$ cat src/spf_consts.vh
// Constants for the self-programming flash controller.
// Assumes inclusion by bare name from a design file that uses them.
`ifndef SPF_CONSTS_VH
`define SPF_CONSTS_VH
// ========================================
// Register map
// The control register keeps its 0x37 index; its bus word sits at four times that.
`define SPF_IDX_CSR         8'h37
`define SPF_ADDR_CSR        {22'h0, `SPF_IDX_CSR, 2'b00}
`define SPF_ADDR_CTRL       32'h0000_0040
`define SPF_ADDR_ZPTR       32'h0000_0044
`define SPF_ADDR_DATA       32'h0000_0048
`define SPF_ADDR_CMD        32'h0000_004C
`define SPF_ADDR_LPMDATA    32'h0000_0050
`define SPF_ADDR_STAT       32'h0000_0054
`define SPF_ADDR_LOCKFUSE   32'h0000_0058
`define SPF_CSR_RESET       8'h00
// ========================================
// Control and status bit positions
`define SPF_B_IE            7
`define SPF_B_BUSY          6
`define SPF_B_RES           5
`define SPF_B_REEN          4
`define SPF_B_LOCK          3
`define SPF_B_PGWR          2
`define SPF_B_PGER          1
`define SPF_B_EN            0
// ========================================
// Accepted lower-five-bit patterns
`define SPF_PAT_REEN        5'h11
`define SPF_PAT_LOCK        5'h09
`define SPF_PAT_PGWR        5'h05
`define SPF_PAT_PGER        5'h03
`define SPF_PAT_FILL        5'h01
// ========================================
// Flash geometry
`define SPF_PAGE_WORDS      64
`define SPF_STALLED_DURING_WRITE_AREA_START      13'h1C00
`define SPF_BOOT_128        13'h1F80
`define SPF_BOOT_256        13'h1F00
`define SPF_BOOT_512        13'h1E00
`define SPF_BOOT_1024       13'h1C00
`define SPF_BOOT_END        13'h1FFF
// ========================================
// Timing: 10 MHz core clock
`define SPF_CLK_HZ          10000000
`define SPF_WINDOW_SPM      3'd4
`define SPF_WINDOW_LPM      3'd3
`define SPF_PROG_MIN_US     3700
`define SPF_PROG_MAX_US     4500
`define SPF_PROG_CYC        ((`SPF_PROG_MIN_US * (`SPF_CLK_HZ / 1000000)))
`define SPF_CMD_SPM         2'd1
`define SPF_CMD_LPM         2'd2
`endif

$ cat src/spf_self_program_flash_control.v
// Self-programming flash controller: control register, arming window, page buffer,
// page erase/write timing, lock-bit write and readback, section busy tracking.
// Assumes an AHB-Lite master with single word transfers standing in for the core.
// How it works
// R1 - Boot size bits choose boot start 1F80, 1F00, 1E00 or 1C00, ending 1FFF.
// R2 - Words below 1C00 are readable while writing; 1C00 to 1FFF are not.
// R3 - Pages hold 64 words; page number comes from pointer bits 13 to 7.
// R4 - Software places word index in pointer bits 6 to 1, zero for page write.
// R5 - Pointer bits 15 and 14 are ignored; bit 0 selects byte on reads.
// R6 - Eight-bit control and status register at 0x37, reset to zero.
// R7 - Ready interrupt requested while enable bit 7, global enable set, enable clear.
// R8 - Busy flag bit 6 set when erase or write to readable area starts.
// R9 - Busy flag cleared by re-enable after completion or by buffer load.
// R10 - Reserved bit 5 always reads zero.
// R11 - Re-enable needs enable bit clear first; refused while operation is busy.
// R12 - Re-enable written during buffer loading discards the loaded buffer.
// R13 - Lock-set with enable then store programs lock bits from R0.
// R14 - Lock-set clears when lock write completes or the window expires.
// R15 - Load within three cycles of lock arming returns lock or fuse bits.
// R16 - Page-write with enable then store writes buffer into addressed page.
// R17 - Page-write bit clears on completion or on window expiry.
// R18 - Core stalled through erase or write aimed at the unreadable area.
// R19 - Page-erase with enable then store erases page; clears on end or timeout.
// R20 - Enable alone then store puts R1:R0 into buffer word at pointer.
// R21 - Enable arms four cycles, clears after store; held during erase or write.
// R22 - Only patterns 10001, 01001, 00101, 00011, 00001 take effect.
// R23 - Erase, write and lock write each take between 3.7 and 4.5 ms.
// R24 - Arming window counter started on write clears enable and commands on expiry.
//
// The AHB-Lite slave port was decided locally.
`timescale 1ns/1ps
`default_nettype none
`include "spf_consts.vh"
module spf_self_program_flash_control #(
  parameter [31:0] PROG_CYCLES = `SPF_PROG_CYC
) (
  // Clock and reset
  input  wire        hclk,
  input  wire        hresetn,
  // AHB-Lite slave
  input  wire        hsel,
  input  wire [31:0] haddr,
  input  wire [1:0]  htrans,
  input  wire        hwrite,
  input  wire [2:0]  hsize,
  input  wire [31:0] hwdata,
  input  wire        hready,
  output reg  [31:0] hrdata,
  output wire        hreadyout,
  output wire        hresp,
  // Fuses and global interrupt enable
  input  wire        boot_size_hi,
  input  wire        boot_size_lo,
  input  wire        global_irq_enable,
  input  wire [7:0]  fuse_bits,
  // Status toward the core
  output wire        program_ready_irq,
  output wire        core_stall,
  output wire [12:0] boot_start,
  output wire        section_block
);
  // ========================================
  // Bus address phase capture
  reg        ap_valid;
  reg        ap_write;
  reg [31:0] ap_addr;
  wire       ap_take = hsel && hready && htrans[1];
  always @(posedge hclk or negedge hresetn) begin
    if (!hresetn) begin
      ap_valid <= 1'b0;
      ap_write <= 1'b0;
      ap_addr  <= 32'h0000_0000;
    end else if (hready) begin
      ap_valid <= ap_take;
      ap_write <= hwrite;
      ap_addr  <= haddr;
    end
  end
  assign hreadyout = 1'b1;
  assign hresp     = 1'b0;
  wire wr_csr  = ap_valid && ap_write && (ap_addr == `SPF_ADDR_CSR);
  wire wr_ctrl = ap_valid && ap_write && (ap_addr == `SPF_ADDR_CTRL);
  wire wr_zptr = ap_valid && ap_write && (ap_addr == `SPF_ADDR_ZPTR);
  wire wr_data = ap_valid && ap_write && (ap_addr == `SPF_ADDR_DATA);
  wire wr_cmd  = ap_valid && ap_write && (ap_addr == `SPF_ADDR_CMD);
  // ========================================
  // Core-side operands: pointer, data pair, instruction strobes
  reg [15:0] zptr;
  reg [15:0] data_pair;
  reg [7:0]  lpm_result;
  always @(posedge hclk or negedge hresetn) begin
    if (!hresetn) begin
      zptr      <= 16'h0000;
      data_pair <= 16'h0000;
    end else begin
      if (wr_zptr)
        zptr <= hwdata[15:0];
      if (wr_data)
        data_pair <= hwdata[15:0];
    end
  end
  wire spm_issue = wr_cmd && (hwdata[1:0] == `SPF_CMD_SPM);
  wire lpm_issue = wr_cmd && (hwdata[1:0] == `SPF_CMD_LPM);
  // ========================================
  // Flash geometry
  function [12:0] boot_base;
    input [1:0] sz;
    begin
      case (sz)
        2'b11:   boot_base = `SPF_BOOT_128;
        2'b10:   boot_base = `SPF_BOOT_256;
        2'b01:   boot_base = `SPF_BOOT_512;
        default: boot_base = `SPF_BOOT_1024;
      endcase
    end
  endfunction
  assign boot_start = boot_base({boot_size_hi, boot_size_lo}); // R1
  wire [6:0]  page_sel  = zptr[13:7]; // R3 R5
  wire [5:0]  word_sel  = zptr[6:1]; // R4 R20
  wire [12:0] page_addr = {page_sel, 6'h00};
  wire        in_stalled_during_write_area   = (page_addr >= `SPF_STALLED_DURING_WRITE_AREA_START); // R2
  // ========================================
  // Control register and sequencer
  localparam ST_IDLE = 2'd0;
  localparam ST_ARM  = 2'd1;
  localparam ST_PROG = 2'd2;
  reg  [1:0]  state;
  reg         irq_en;
  reg         busy_flag;
  reg  [4:0]  cmd_bits;
  reg  [2:0]  win_cnt;
  reg  [2:0]  lpm_cnt;
  reg  [31:0] prog_cnt;
  reg         prog_stalled_during_write_area;
  reg         prog_is_lock;
  reg         loading;
  reg  [7:0]  lock_bits;
  reg  [6:0]  last_page;
  reg  [1:0]  last_op;
  reg  [15:0] page_buf [0:`SPF_PAGE_WORDS-1];
  reg  [63:0] buf_valid;
  wire [4:0]  wr_pat = hwdata[4:0];
  wire pat_ok = (wr_pat == `SPF_PAT_REEN) || (wr_pat == `SPF_PAT_LOCK) ||
                (wr_pat == `SPF_PAT_PGWR) || (wr_pat == `SPF_PAT_PGER) ||
                (wr_pat == `SPF_PAT_FILL); // R22
  wire arm_req = wr_csr && pat_ok && (state != ST_PROG); // R11
  wire prog_done = (state == ST_PROG) && (prog_cnt == 32'h0000_0000);
  always @(posedge hclk or negedge hresetn) begin
    if (!hresetn) begin
      state        <= ST_IDLE;
      irq_en       <= 1'b0;
      busy_flag    <= 1'b0;
      cmd_bits     <= 5'h00;
      win_cnt      <= 3'd0;
      lpm_cnt      <= 3'd0;
      prog_cnt     <= 32'h0000_0000;
      prog_stalled_during_write_area    <= 1'b0;
      prog_is_lock <= 1'b0;
      loading      <= 1'b0;
      lock_bits    <= 8'hFF;
      lpm_result   <= 8'h00;
      buf_valid    <= 64'h0;
      last_page    <= 7'h00;
      last_op      <= 2'd0;
    end else begin
      if (wr_csr)
        irq_en <= hwdata[`SPF_B_IE];
      if (lpm_cnt != 3'd0)
        lpm_cnt <= lpm_cnt - 3'd1;
      if (lpm_issue) begin
        if (lpm_cnt != 3'd0) // R15
          lpm_result <= zptr[0] ? fuse_bits : lock_bits; // R15
        else
          lpm_result <= zptr[0] ? page_buf[word_sel][15:8] : page_buf[word_sel][7:0];
      end
      case (state)
        ST_IDLE: begin
          if (arm_req) begin
            cmd_bits <= wr_pat;
            win_cnt  <= `SPF_WINDOW_SPM; // R24
            state    <= ST_ARM;
            if (wr_pat == `SPF_PAT_LOCK)
              lpm_cnt <= `SPF_WINDOW_LPM;
            if (wr_pat == `SPF_PAT_REEN && loading) begin
              buf_valid <= 64'h0; // R12
              loading   <= 1'b0;
            end
          end
        end
        ST_ARM: begin
          if (spm_issue) begin
            case (cmd_bits)
              `SPF_PAT_FILL: begin
                page_buf[word_sel]  <= data_pair; // R20
                buf_valid[word_sel] <= 1'b1;
                loading   <= 1'b1;
                busy_flag <= 1'b0; // R9
                cmd_bits  <= 5'h00; // R21
                state     <= ST_IDLE;
              end
              `SPF_PAT_REEN: begin
                busy_flag <= 1'b0; // R9 R11
                cmd_bits  <= 5'h00;
                state     <= ST_IDLE;
              end
              `SPF_PAT_LOCK: begin
                lock_bits    <= data_pair[7:0]; // R13
                prog_is_lock <= 1'b1;
                prog_stalled_during_write_area    <= 1'b0;
                prog_cnt     <= PROG_CYCLES - 32'h0000_0001; // R23
                state        <= ST_PROG;
              end
              default: begin
                last_page    <= page_sel; // R16 R19
                last_op      <= cmd_bits[2:1];
                prog_is_lock <= 1'b0;
                prog_stalled_during_write_area    <= in_stalled_during_write_area; // R18
                if (!in_stalled_during_write_area)
                  busy_flag <= 1'b1; // R8
                if (cmd_bits == `SPF_PAT_PGWR) begin
                  buf_valid <= 64'h0;
                  loading   <= 1'b0;
                end
                prog_cnt <= PROG_CYCLES - 32'h0000_0001; // R23
                state    <= ST_PROG;
              end
            endcase
          end else if (win_cnt == 3'd1) begin
            cmd_bits <= 5'h00; // R14 R17 R19 R24
            state    <= ST_IDLE;
          end else begin
            win_cnt <= win_cnt - 3'd1;
          end
        end
        ST_PROG: begin
          if (prog_done) begin
            cmd_bits     <= 5'h00; // R14 R17 R19 R21
            prog_stalled_during_write_area    <= 1'b0;
            prog_is_lock <= 1'b0;
            state        <= ST_IDLE;
          end else begin
            prog_cnt <= prog_cnt - 32'h0000_0001;
          end
        end
        default: state <= ST_IDLE;
      endcase
    end
  end
  // Readable status: the enable bit is held through programming.
  wire [7:0] csr_value = {irq_en, busy_flag, 1'b0, cmd_bits}; // R6 R10 R21
  // Limitation: the array itself is not modelled; the last page and operation are reported.
  always @(posedge hclk or negedge hresetn) begin
    if (!hresetn)
      hrdata <= 32'h0000_0000;
    else if (ap_take && !hwrite) begin
      case (haddr)
        `SPF_ADDR_CSR:      hrdata <= {24'h00_0000, csr_value};
        `SPF_ADDR_ZPTR:     hrdata <= {16'h0000, zptr};
        `SPF_ADDR_DATA:     hrdata <= {16'h0000, data_pair};
        `SPF_ADDR_LPMDATA:  hrdata <= {24'h00_0000, lpm_result};
        `SPF_ADDR_STAT:     hrdata <= {21'h0_0000, last_op, last_page, prog_stalled_during_write_area, loading};
        `SPF_ADDR_LOCKFUSE: hrdata <= {16'h0000, fuse_bits, lock_bits};
        default:            hrdata <= 32'h0000_0000;
      endcase
    end
  end
  assign program_ready_irq = irq_en && global_irq_enable && !cmd_bits[`SPF_B_EN]; // R7
  assign core_stall    = (state == ST_PROG) && prog_stalled_during_write_area; // R18
  assign section_block = busy_flag; // R8
endmodule // spf_self_program_flash_control
`default_nettype wire

$ cat config.mk
export PLATFORM = sky130hd
export DESIGN_NAME = spf_self_program_flash_control
export DESIGN_NICKNAME = d
export VERILOG_FILES = /design/src/spf_self_program_flash_control.v
export VERILOG_INCLUDE_DIRS = /design/src
export SDC_FILE = /design/constraint.sdc
export NUM_CORES = 1
export LEC_CHECK = 0
export BUFFER_PORTS_ARGS = -buffer_cell sky130_fd_sc_hd__clkbuf_2
export CAP_MARGIN = 30
export CORE_MARGIN = 2
export CORE_UTILIZATION = 45
export DETAILED_ROUTE_END_ITERATION = 10
export HOLD_SLACK_MARGIN = 0.12
export PLACE_DENSITY = 0.63
export SLEW_MARGIN = 20
export SYNTH_ARGS = -nofsm -noshare
export SYNTH_HDL_FRONTEND = slang
export SYNTH_SLANG_ARGS = --single-unit
$ cat constraint.sdc
create_clock -name hclk -period 3.3 [get_ports hclk]
set_clock_uncertainty 0.2 [all_clocks]
set_input_delay 0.33 -clock hclk [delete_from_list [all_inputs] [get_ports hclk]]
set_output_delay 0.33 -clock hclk [all_outputs]
set_load 0.01 [all_outputs]
==> results of run 1 <==
[flip-flops by register name (all words and copies together), names as in the netlist, 2 cells and up]
signal and cells:
lpm_cnt 3, win_cnt 3, last_page 7, hrdata 16, data_pair 16, lock_bits 8
state 2, ap_addr 32, last_op 2, prog_cnt 32, cmd_bits 5, zptr 16
lpm_result 8, page_buf 1024
[final timing paths]
check                                endpoint  slack (ns)
max in group asynchronous             zptr[2]        2.06
worst max-delay path            lpm_result[2]       -0.08
min in group hclk                    zptr[12]        0.21
worst max register to register  lpm_result[2]       -0.08
worst min register to register      hrdata[8]        0.29
worst min-delay path               win_cnt[1]        0.18
[power by group]
part	switching [W]	internal, W
clock network	0.00567	0.00744
logic	0.000194	0.000211
registers	0.0000497	0.0161
[per-layer routing]
layer | vias to the layer above | global-route usage
met1 | 15506 | 0.370
met4 | 2 | 0.116
li1 | 12558 | -
met5 | - | 0
met2 | 1828 | 0.420
met3 | 325 | 0.0516
[cells in the final DEF, fill, tap and decap left out, types with 25 or more instances in the layout]
cell type	count
a221oi_1	60
mux4_2	68
clkbuf_2	85
a221o_1	38
o21ai_0	111
dlygate4sd3_1	97
nand3_1	28
clkinv_2	25
buf_12	88
nand2_1	106
mux2_2	175
nor2_1	136
a222oi_1	33
edfxtp_1	1024
conb_1	28
clkbuf_16	122
clkbuf_1	33
a22oi_1	65
a21oi_1	91
mux2i_1	151
dfrtp_1	128
buf_4	296
[worst register-to-register path: cells and delay by family (launching register included)]
kind / cells / cell delay, ns
compound gates: 3 / 1.27
buf+inv: 2 / 0.45
simple gates: 3 / 0.79
flops: 1 / 0.53
[layout make-up]
| class | count | share of cell area |
|---|---|---|
| timing repair buffer | 589 | 0.0978 |
| antenna | 1 | 0.0000430 |
| clock buffer | 162 | 0.0560 |
| multi-input combinational | 1487 | 0.211 |
| sequential | 1180 | 0.596 |
| inverter | 22 | 0.00144 |
| tap | 1391 | 0.0299 |
| clock inverter | 61 | 0.00872 |
[cells by family (layout without fill, tap and decap cells)]
family	Yosys count	after routing	share of synthesized area
DFF	1180	1180	0.731
adders and majority gates	11	11	0.00285
muxes	401	401	0.108
other	2	29	0.000158
xor gates and xnor gates	14	14	0.00259
AOI/OAI and AO/OA	559	559	0.0838
and+or+nand+nor	474	474	0.0502
buffers and inverters	232	834	0.0216
[per-stage QoR]
stage	total power, W	area, µm²
CTS	0.0297	57900
detailed placement	0.0167	52800
finish	0.0296	58300
global placement	0.0167	52800
floorplan	0.0165	47500
global route	0.0304	58300
[timing repair]
action / CTS / global route
setup buffers: 13 / 6
gates resized for setup: 37 / 65
hold buffers: 97 / 0
endpoints found under the setup margin: 236 / 1049
endpoints found under the hold margin: 255 / 0
pin swaps: 4 / 15
cloned: 1 / 2
==> results by group, run 1 <==
Detailed routing
  – DR DRC count: 0
  – Met2 routed wirelength: 67.7 mm
  – Detailed Routing Iterations Pass 1: 8
  – Iter 0 DRT Violations: 4344
  – Met1 WL: 57.3 mm
  – DR WL/cell: 29.9 µm
  – Vias/cell: 6.18
  – Final ANT Viol Nets: 0
  – Post-Route WL: 146 mm
  – Top routing layer in use: met5
  – Via count: 30219
  – Metal3 WL: 14.5 mm

Finish
  – Filler cells: 8115
  – Layout area overhead: 22.9%
  – Area of the multi-input gates: 12300 µm²
  – FF+latch area: 34700 µm²
  – Final Net Count: 3492
  – Non-filler cells, final: 4893
  – Post-layout util: 0.555
  – Layout cells sized above 1: 0.294

Logic synthesis
  – Cell Area, Synth: 47400 µm²
  – Seq cells post-synth: 1180
  – Yosys cell types: 82
  – Top_reg_cell synth: edfxtp_1
  – Top cell types by occurrence after synthesis: edfxtp_1, mux2_2, nor2_1
  – Mean post-synth cell area: 16.5 µm²
  – Top-area cell type share of the netlist area: 0.648
  – Largest area contributor in the synthesized netlist: edfxtp_1
  – Cell with the most instances after synthesis: edfxtp_1
  – Synth area leaders: edfxtp_1, dfrtp_1, mux2_2
  – Seq/Total Area, Yosys: 0.731
  – Post-synthesis cell count: 2873
  – Asr flop ratio synth: 0.132
  – Post-synth EDFFs: 1024
  – Ys Warns: 0

Placed design
  – Dpl ws: -0.541 ns
  – # placed instances: 4551
  – Hpwl dp: 92.0 mm
  – RD Place Congestion: 0.937
  – PortBufs: 86

Global routing
  – Total GRT Usage: 0.269
  – Initial antenna violation count: 3
  – Vias in the first global route: 29745
  – GRT overflow: 0
  – First-pass GRT wire length: 210 mm
  – Largest net degree at the start of global routing: 157

STA
  – Final Cycle Share: 1.02
  – Slew Limit Fails: 0
  – Highest Clock Rate: 296 MHz
  – Max-Slew Margin vs Limit: 0.359
  – Final hold slack: 0.175 ns
  – Fin crit period: 3.38 ns
  – Hold Vio Cnt, Final: 0
  – Final Setup Violations: 7
  – RSZ-0062 raised after global routing: true
  – Slew @ Worst Pin: 0.962 ns
  – Final worst slack: -0.0773 ns
  – Sum Neg Setup Slack: -0.185 ns

Critical path
  – Crit-path cells: buf_12 > and3b_1 > buf_4 > a222oi_1 > nor2_1 > a2111o_1 > nor4_4 > o31ai_1
  – Top delay family on crit path: compound AO/OA/AOI/OAI gates
  – CP startpoint: zptr[2]
  – Crit end category: register
  – CP Buf/Inv Count: 2
  – Required time of the critical path: 3.70 ns
  – FF-to-FF Start: zptr[2]
  – Startpoint Class: register
  – CP arrival: 3.77 ns
  – Levels on crit path: 8
  – Max incr delay on CP: 0.71 ns
  – Kind of critical path: reg -> reg
  – Max FO, Critical Path: 14
  – Critical path's slowest cell: a222oi_1
  – R2R depth: 8

Floorplanning
  – Initial Utilization: 0.452
  – Full die area: 108000 µm²
  – Row count: 119
  – Core area: 105000 µm²
  – Width of the die: 329 µm
  – I/O Pins: 135
  – Die H: 329 µm

Pwr
  – Cell area power density: 508 nW/µm²
  – Static leakage: 22.2 nW
  – Worst-case vdd ir drop: 450 µV

Clocking
  – Clock Latency Late Sink: 0.72 ns
  – Clock transition at the registers of the reported paths: 0.06 ns
  – H-Tree Depth: 3
  – CTS max path bufs: 3
  – Root Buffer: clkbuf_16
  – TritonCTS clock tree: yes
  – CTS Sinks: 1180
  – Num CTS Buffers: 117

Hold path
  – Worst min path class: in -> async

Job
  – Max_cap viols: 0

Run status
  – Outcome: complete, but fails checks
  – Failing checks: negative setup slack
Note: power is estimated with default switching activity, not from simulation.
==> inputs of run 2 (changes only) <==
- CORE_MARGIN: 2 -> 1.5
- SKIP_CTS_REPAIR_TIMING: not set -> 1
==> run 2 against run 1 <==
Against the previous run:
- the flow still finishes with violations (negative setup slack)
- die area down 0.61%
- non-clock buffer count up 25
- flip-flop and latch count unchanged
- hold slack worse by 0.049 ns
- cell area up 0.18%
- global-route usage down 0.33 points
- sequential power about the same
- largest cell class unchanged
- largest power group unchanged
- critical path depth unchanged
- final cell count up 0.14%
- core utilization up 0.65 points
==> results by group, run 2 (same netlist as run 1, synthesis figures left out) <==
Detailed routing
  – Met1 WL: 56.5 mm (was 57.3 mm)
  – Final ANT Viol Nets: 0 (unchanged)
  – Top routing layer in use: met5 (unchanged)
  – Detailed Routing Iterations Pass 1: 6 (was 8)
  – Iter 0 DRT Violations: 3850 (was 4344)
  – Post-Route WL: 145 mm (was 146 mm)
  – Via count: 30091 (was 30219)
  – Vias/cell: 6.14 (was 6.18)
  – Metal3 WL: 14.6 mm (was 14.5 mm)
  – DR WL/cell: 29.7 µm (was 29.9 µm)
  – Met2 routed wirelength: 67.8 mm (was 67.7 mm)
  – DR DRC count: 0 (unchanged)

Finish
  – Final Net Count: 3517 (was 3492)
  – Leading cell types in the layout, fill and taps excluded: edfxtp_1, buf_4, mux2_2, mux2i_1, nor2_1 (unchanged)
  – Layout cells sized above 1: 0.303 (was 0.294)
  – Commonest non-fill, non-tap cell in the layout: edfxtp_1 (unchanged)
  – Post-layout util: 0.562 (was 0.555)
  – Largest regs: page_buf x1024, ap_addr x32, prog_cnt x32 (unchanged)
  – Non-filler cells, final: 4900 (was 4893)
  – Max reg flops: 1024 (unchanged)
  – Layout area overhead: 23.1% (was 22.9%)
  – Largest Register: page_buf (unchanged)

Clocking
  – TritonCTS clock tree: yes (unchanged)
  – CTS Sinks: 1180 (unchanged)
  – Clock Latency Late Sink: 0.71 ns (was 0.72 ns)
  – H-Tree Depth: 3 (unchanged)
  – CTS max path bufs: 3 (unchanged)
  – Root Buffer: clkbuf_16 (unchanged)
  – Num CTS Buffers: 117 (unchanged)
  – Clock transition at the registers of the reported paths: 0.06 ns (about the same)

Placed design
  – PortBufs: 86 (unchanged)
  – RD Place Congestion: 0.989 (was 0.937)
  – Hpwl dp: 94.4 mm (was 92.0 mm)
  – # placed instances: 4586 (was 4551)

Critical path
  – Max FO, Critical Path: 13 (was 14)
  – FF-to-FF Start: zptr[3] (was zptr[2])
  – Kind of critical path: reg -> reg (unchanged)
  – R2R depth: 8 (unchanged)
  – Worst R2R End: lpm_result[0] (was lpm_result[2])
  – Crit end category: register (unchanged)
  – Required time of the critical path: 3.66 ns (was 3.70 ns)
  – CP arrival: 3.79 ns (was 3.77 ns)
  – R2r setup slk: -0.13 ns (was -0.08 ns)
  – Startpoint Class: register (unchanged)

Run status
  – Failing checks: negative setup slack (unchanged)
  – Outcome: complete, but fails checks (unchanged)

STA
  – Fin crit period: 3.43 ns (was 3.38 ns)
  – Slew @ Worst Pin: 0.971 ns (was 0.962 ns)
  – Final Cycle Share: 1.04 (was 1.02)
  – Slew Limit Fails: 0 (unchanged)
  – Final Setup Violations: 9 (was 7)
  – Max-Slew Margin vs Limit: 0.353 (was 0.359)
  – Highest Clock Rate: 292 MHz (was 296 MHz)
  – RSZ-0062 raised after global routing: true (unchanged)
  – Hold Vio Cnt, Final: 0 (unchanged)
  – Final worst slack: -0.126 ns (was -0.0773 ns)

Pwr
  – Worst-case vdd ir drop: 550 µV (was 450 µV)
  – Total chip power: 0.0294 W (was 0.0296 W)
  – Cell area power density: 504 nW/µm² (was 508 nW/µm²)
  – Static leakage: 22.3 nW (was 22.2 nW)

Global routing
  – First-pass GRT wire length: 207 mm (was 210 mm)
  – Vias in the first global route: 29519 (was 29745)
  – Initial antenna violation count: 4 (was 3)
  – GRT overflow: 0 (unchanged)
  – Largest net degree at the start of global routing: 81 (was 157)
  – Total GRT Usage: 0.266 (was 0.269)

Floorplanning
  – Width of the die: 328 µm (was 329 µm)
  – Row count: 118 (was 119)
  – I/O Pins: 135 (unchanged)
  – Core area: 104000 µm² (was 105000 µm²)
  – Die H: 328 µm (was 329 µm)
  – Initial Utilization: 0.456 (was 0.452)
  – Full die area: 107000 µm² (was 108000 µm²)

Hold path
  – Worst min path class: in -> async (unchanged)

Job
  – Max_cap viols: 0 (unchanged)
run 2: report_power, final:
group          total [W]  internal, W  switching, W  leakage, nW
Clock             0.0129      0.00731       0.00563         1.82
Combinational   0.000367     0.000175      0.000191         6.72
Sequential        0.0161       0.0161     0.0000472         13.7
Total             0.0294       0.0235       0.00587         22.3
run 2: routing by layer:
metal  vias to the layer above  global-route usage
met4                         4               0.102
met1                     15445               0.364
met2                      1726               0.417
li1                      12594                   -
met3                       322              0.0572
met5                         -                   0
run 2: area by class of cell:
cell class	instances	area, µm²
fillers	7953	45600
flip-flops and latches	1180	34700
multi-input cells	1487	12100
repair buffers	614	6010
clock buffers	143	3160
well taps	1380	1730
clock inverters	73	558
inverters	22	83.8
diodes	1	2.50
run 2: critical path, stage by stage (launching register included):
cell	delay (ns)
dfrtp_4	0.61
nor2b_2	0.32
buf_6	0.20
a221o_1	0.39
a222oi_1	0.77
buf_4	0.23
o22ai_1	0.09
nor4_2	0.30
o31ai_1	0.15
run 2: stage by stage:
stage	setup TNS (ns)	hold WS, ns	setup slack, ns	instance area (µm²)
5_1_grt	-2.08	0.165	-0.158	58400
6_report	-0.452	0.126	-0.126	58400
3_3_place_gp	-30.14	0.267	-0.208	53300
4_1_cts	-15.64	-0.362	-0.245	57100
3_5_place_dp	-1.88	0.274	-0.151	53300
2_1_floorplan	-3.97	-0.166	-0.126	47500
run 2: worst max path at each step:
stage | startpoint | to | slack, ns | depth (start not counted)
2_1_floorplan | prog_cnt[11] | cmd_bits[0] | -0.13 | 9
5_1_grt | prog_cnt[12] | prog_cnt[12] | -0.16 | 9
4_1_cts | zptr[1] | lpm_result[7] | -0.24 | 9
3_5_place_dp | zptr[1] | lpm_result[7] | -0.15 | 9
3_3_place_gp | zptr[2] | lpm_result[6] | -0.21 | 11
6_report | zptr[3] | lpm_result[0] | -0.13 | 8
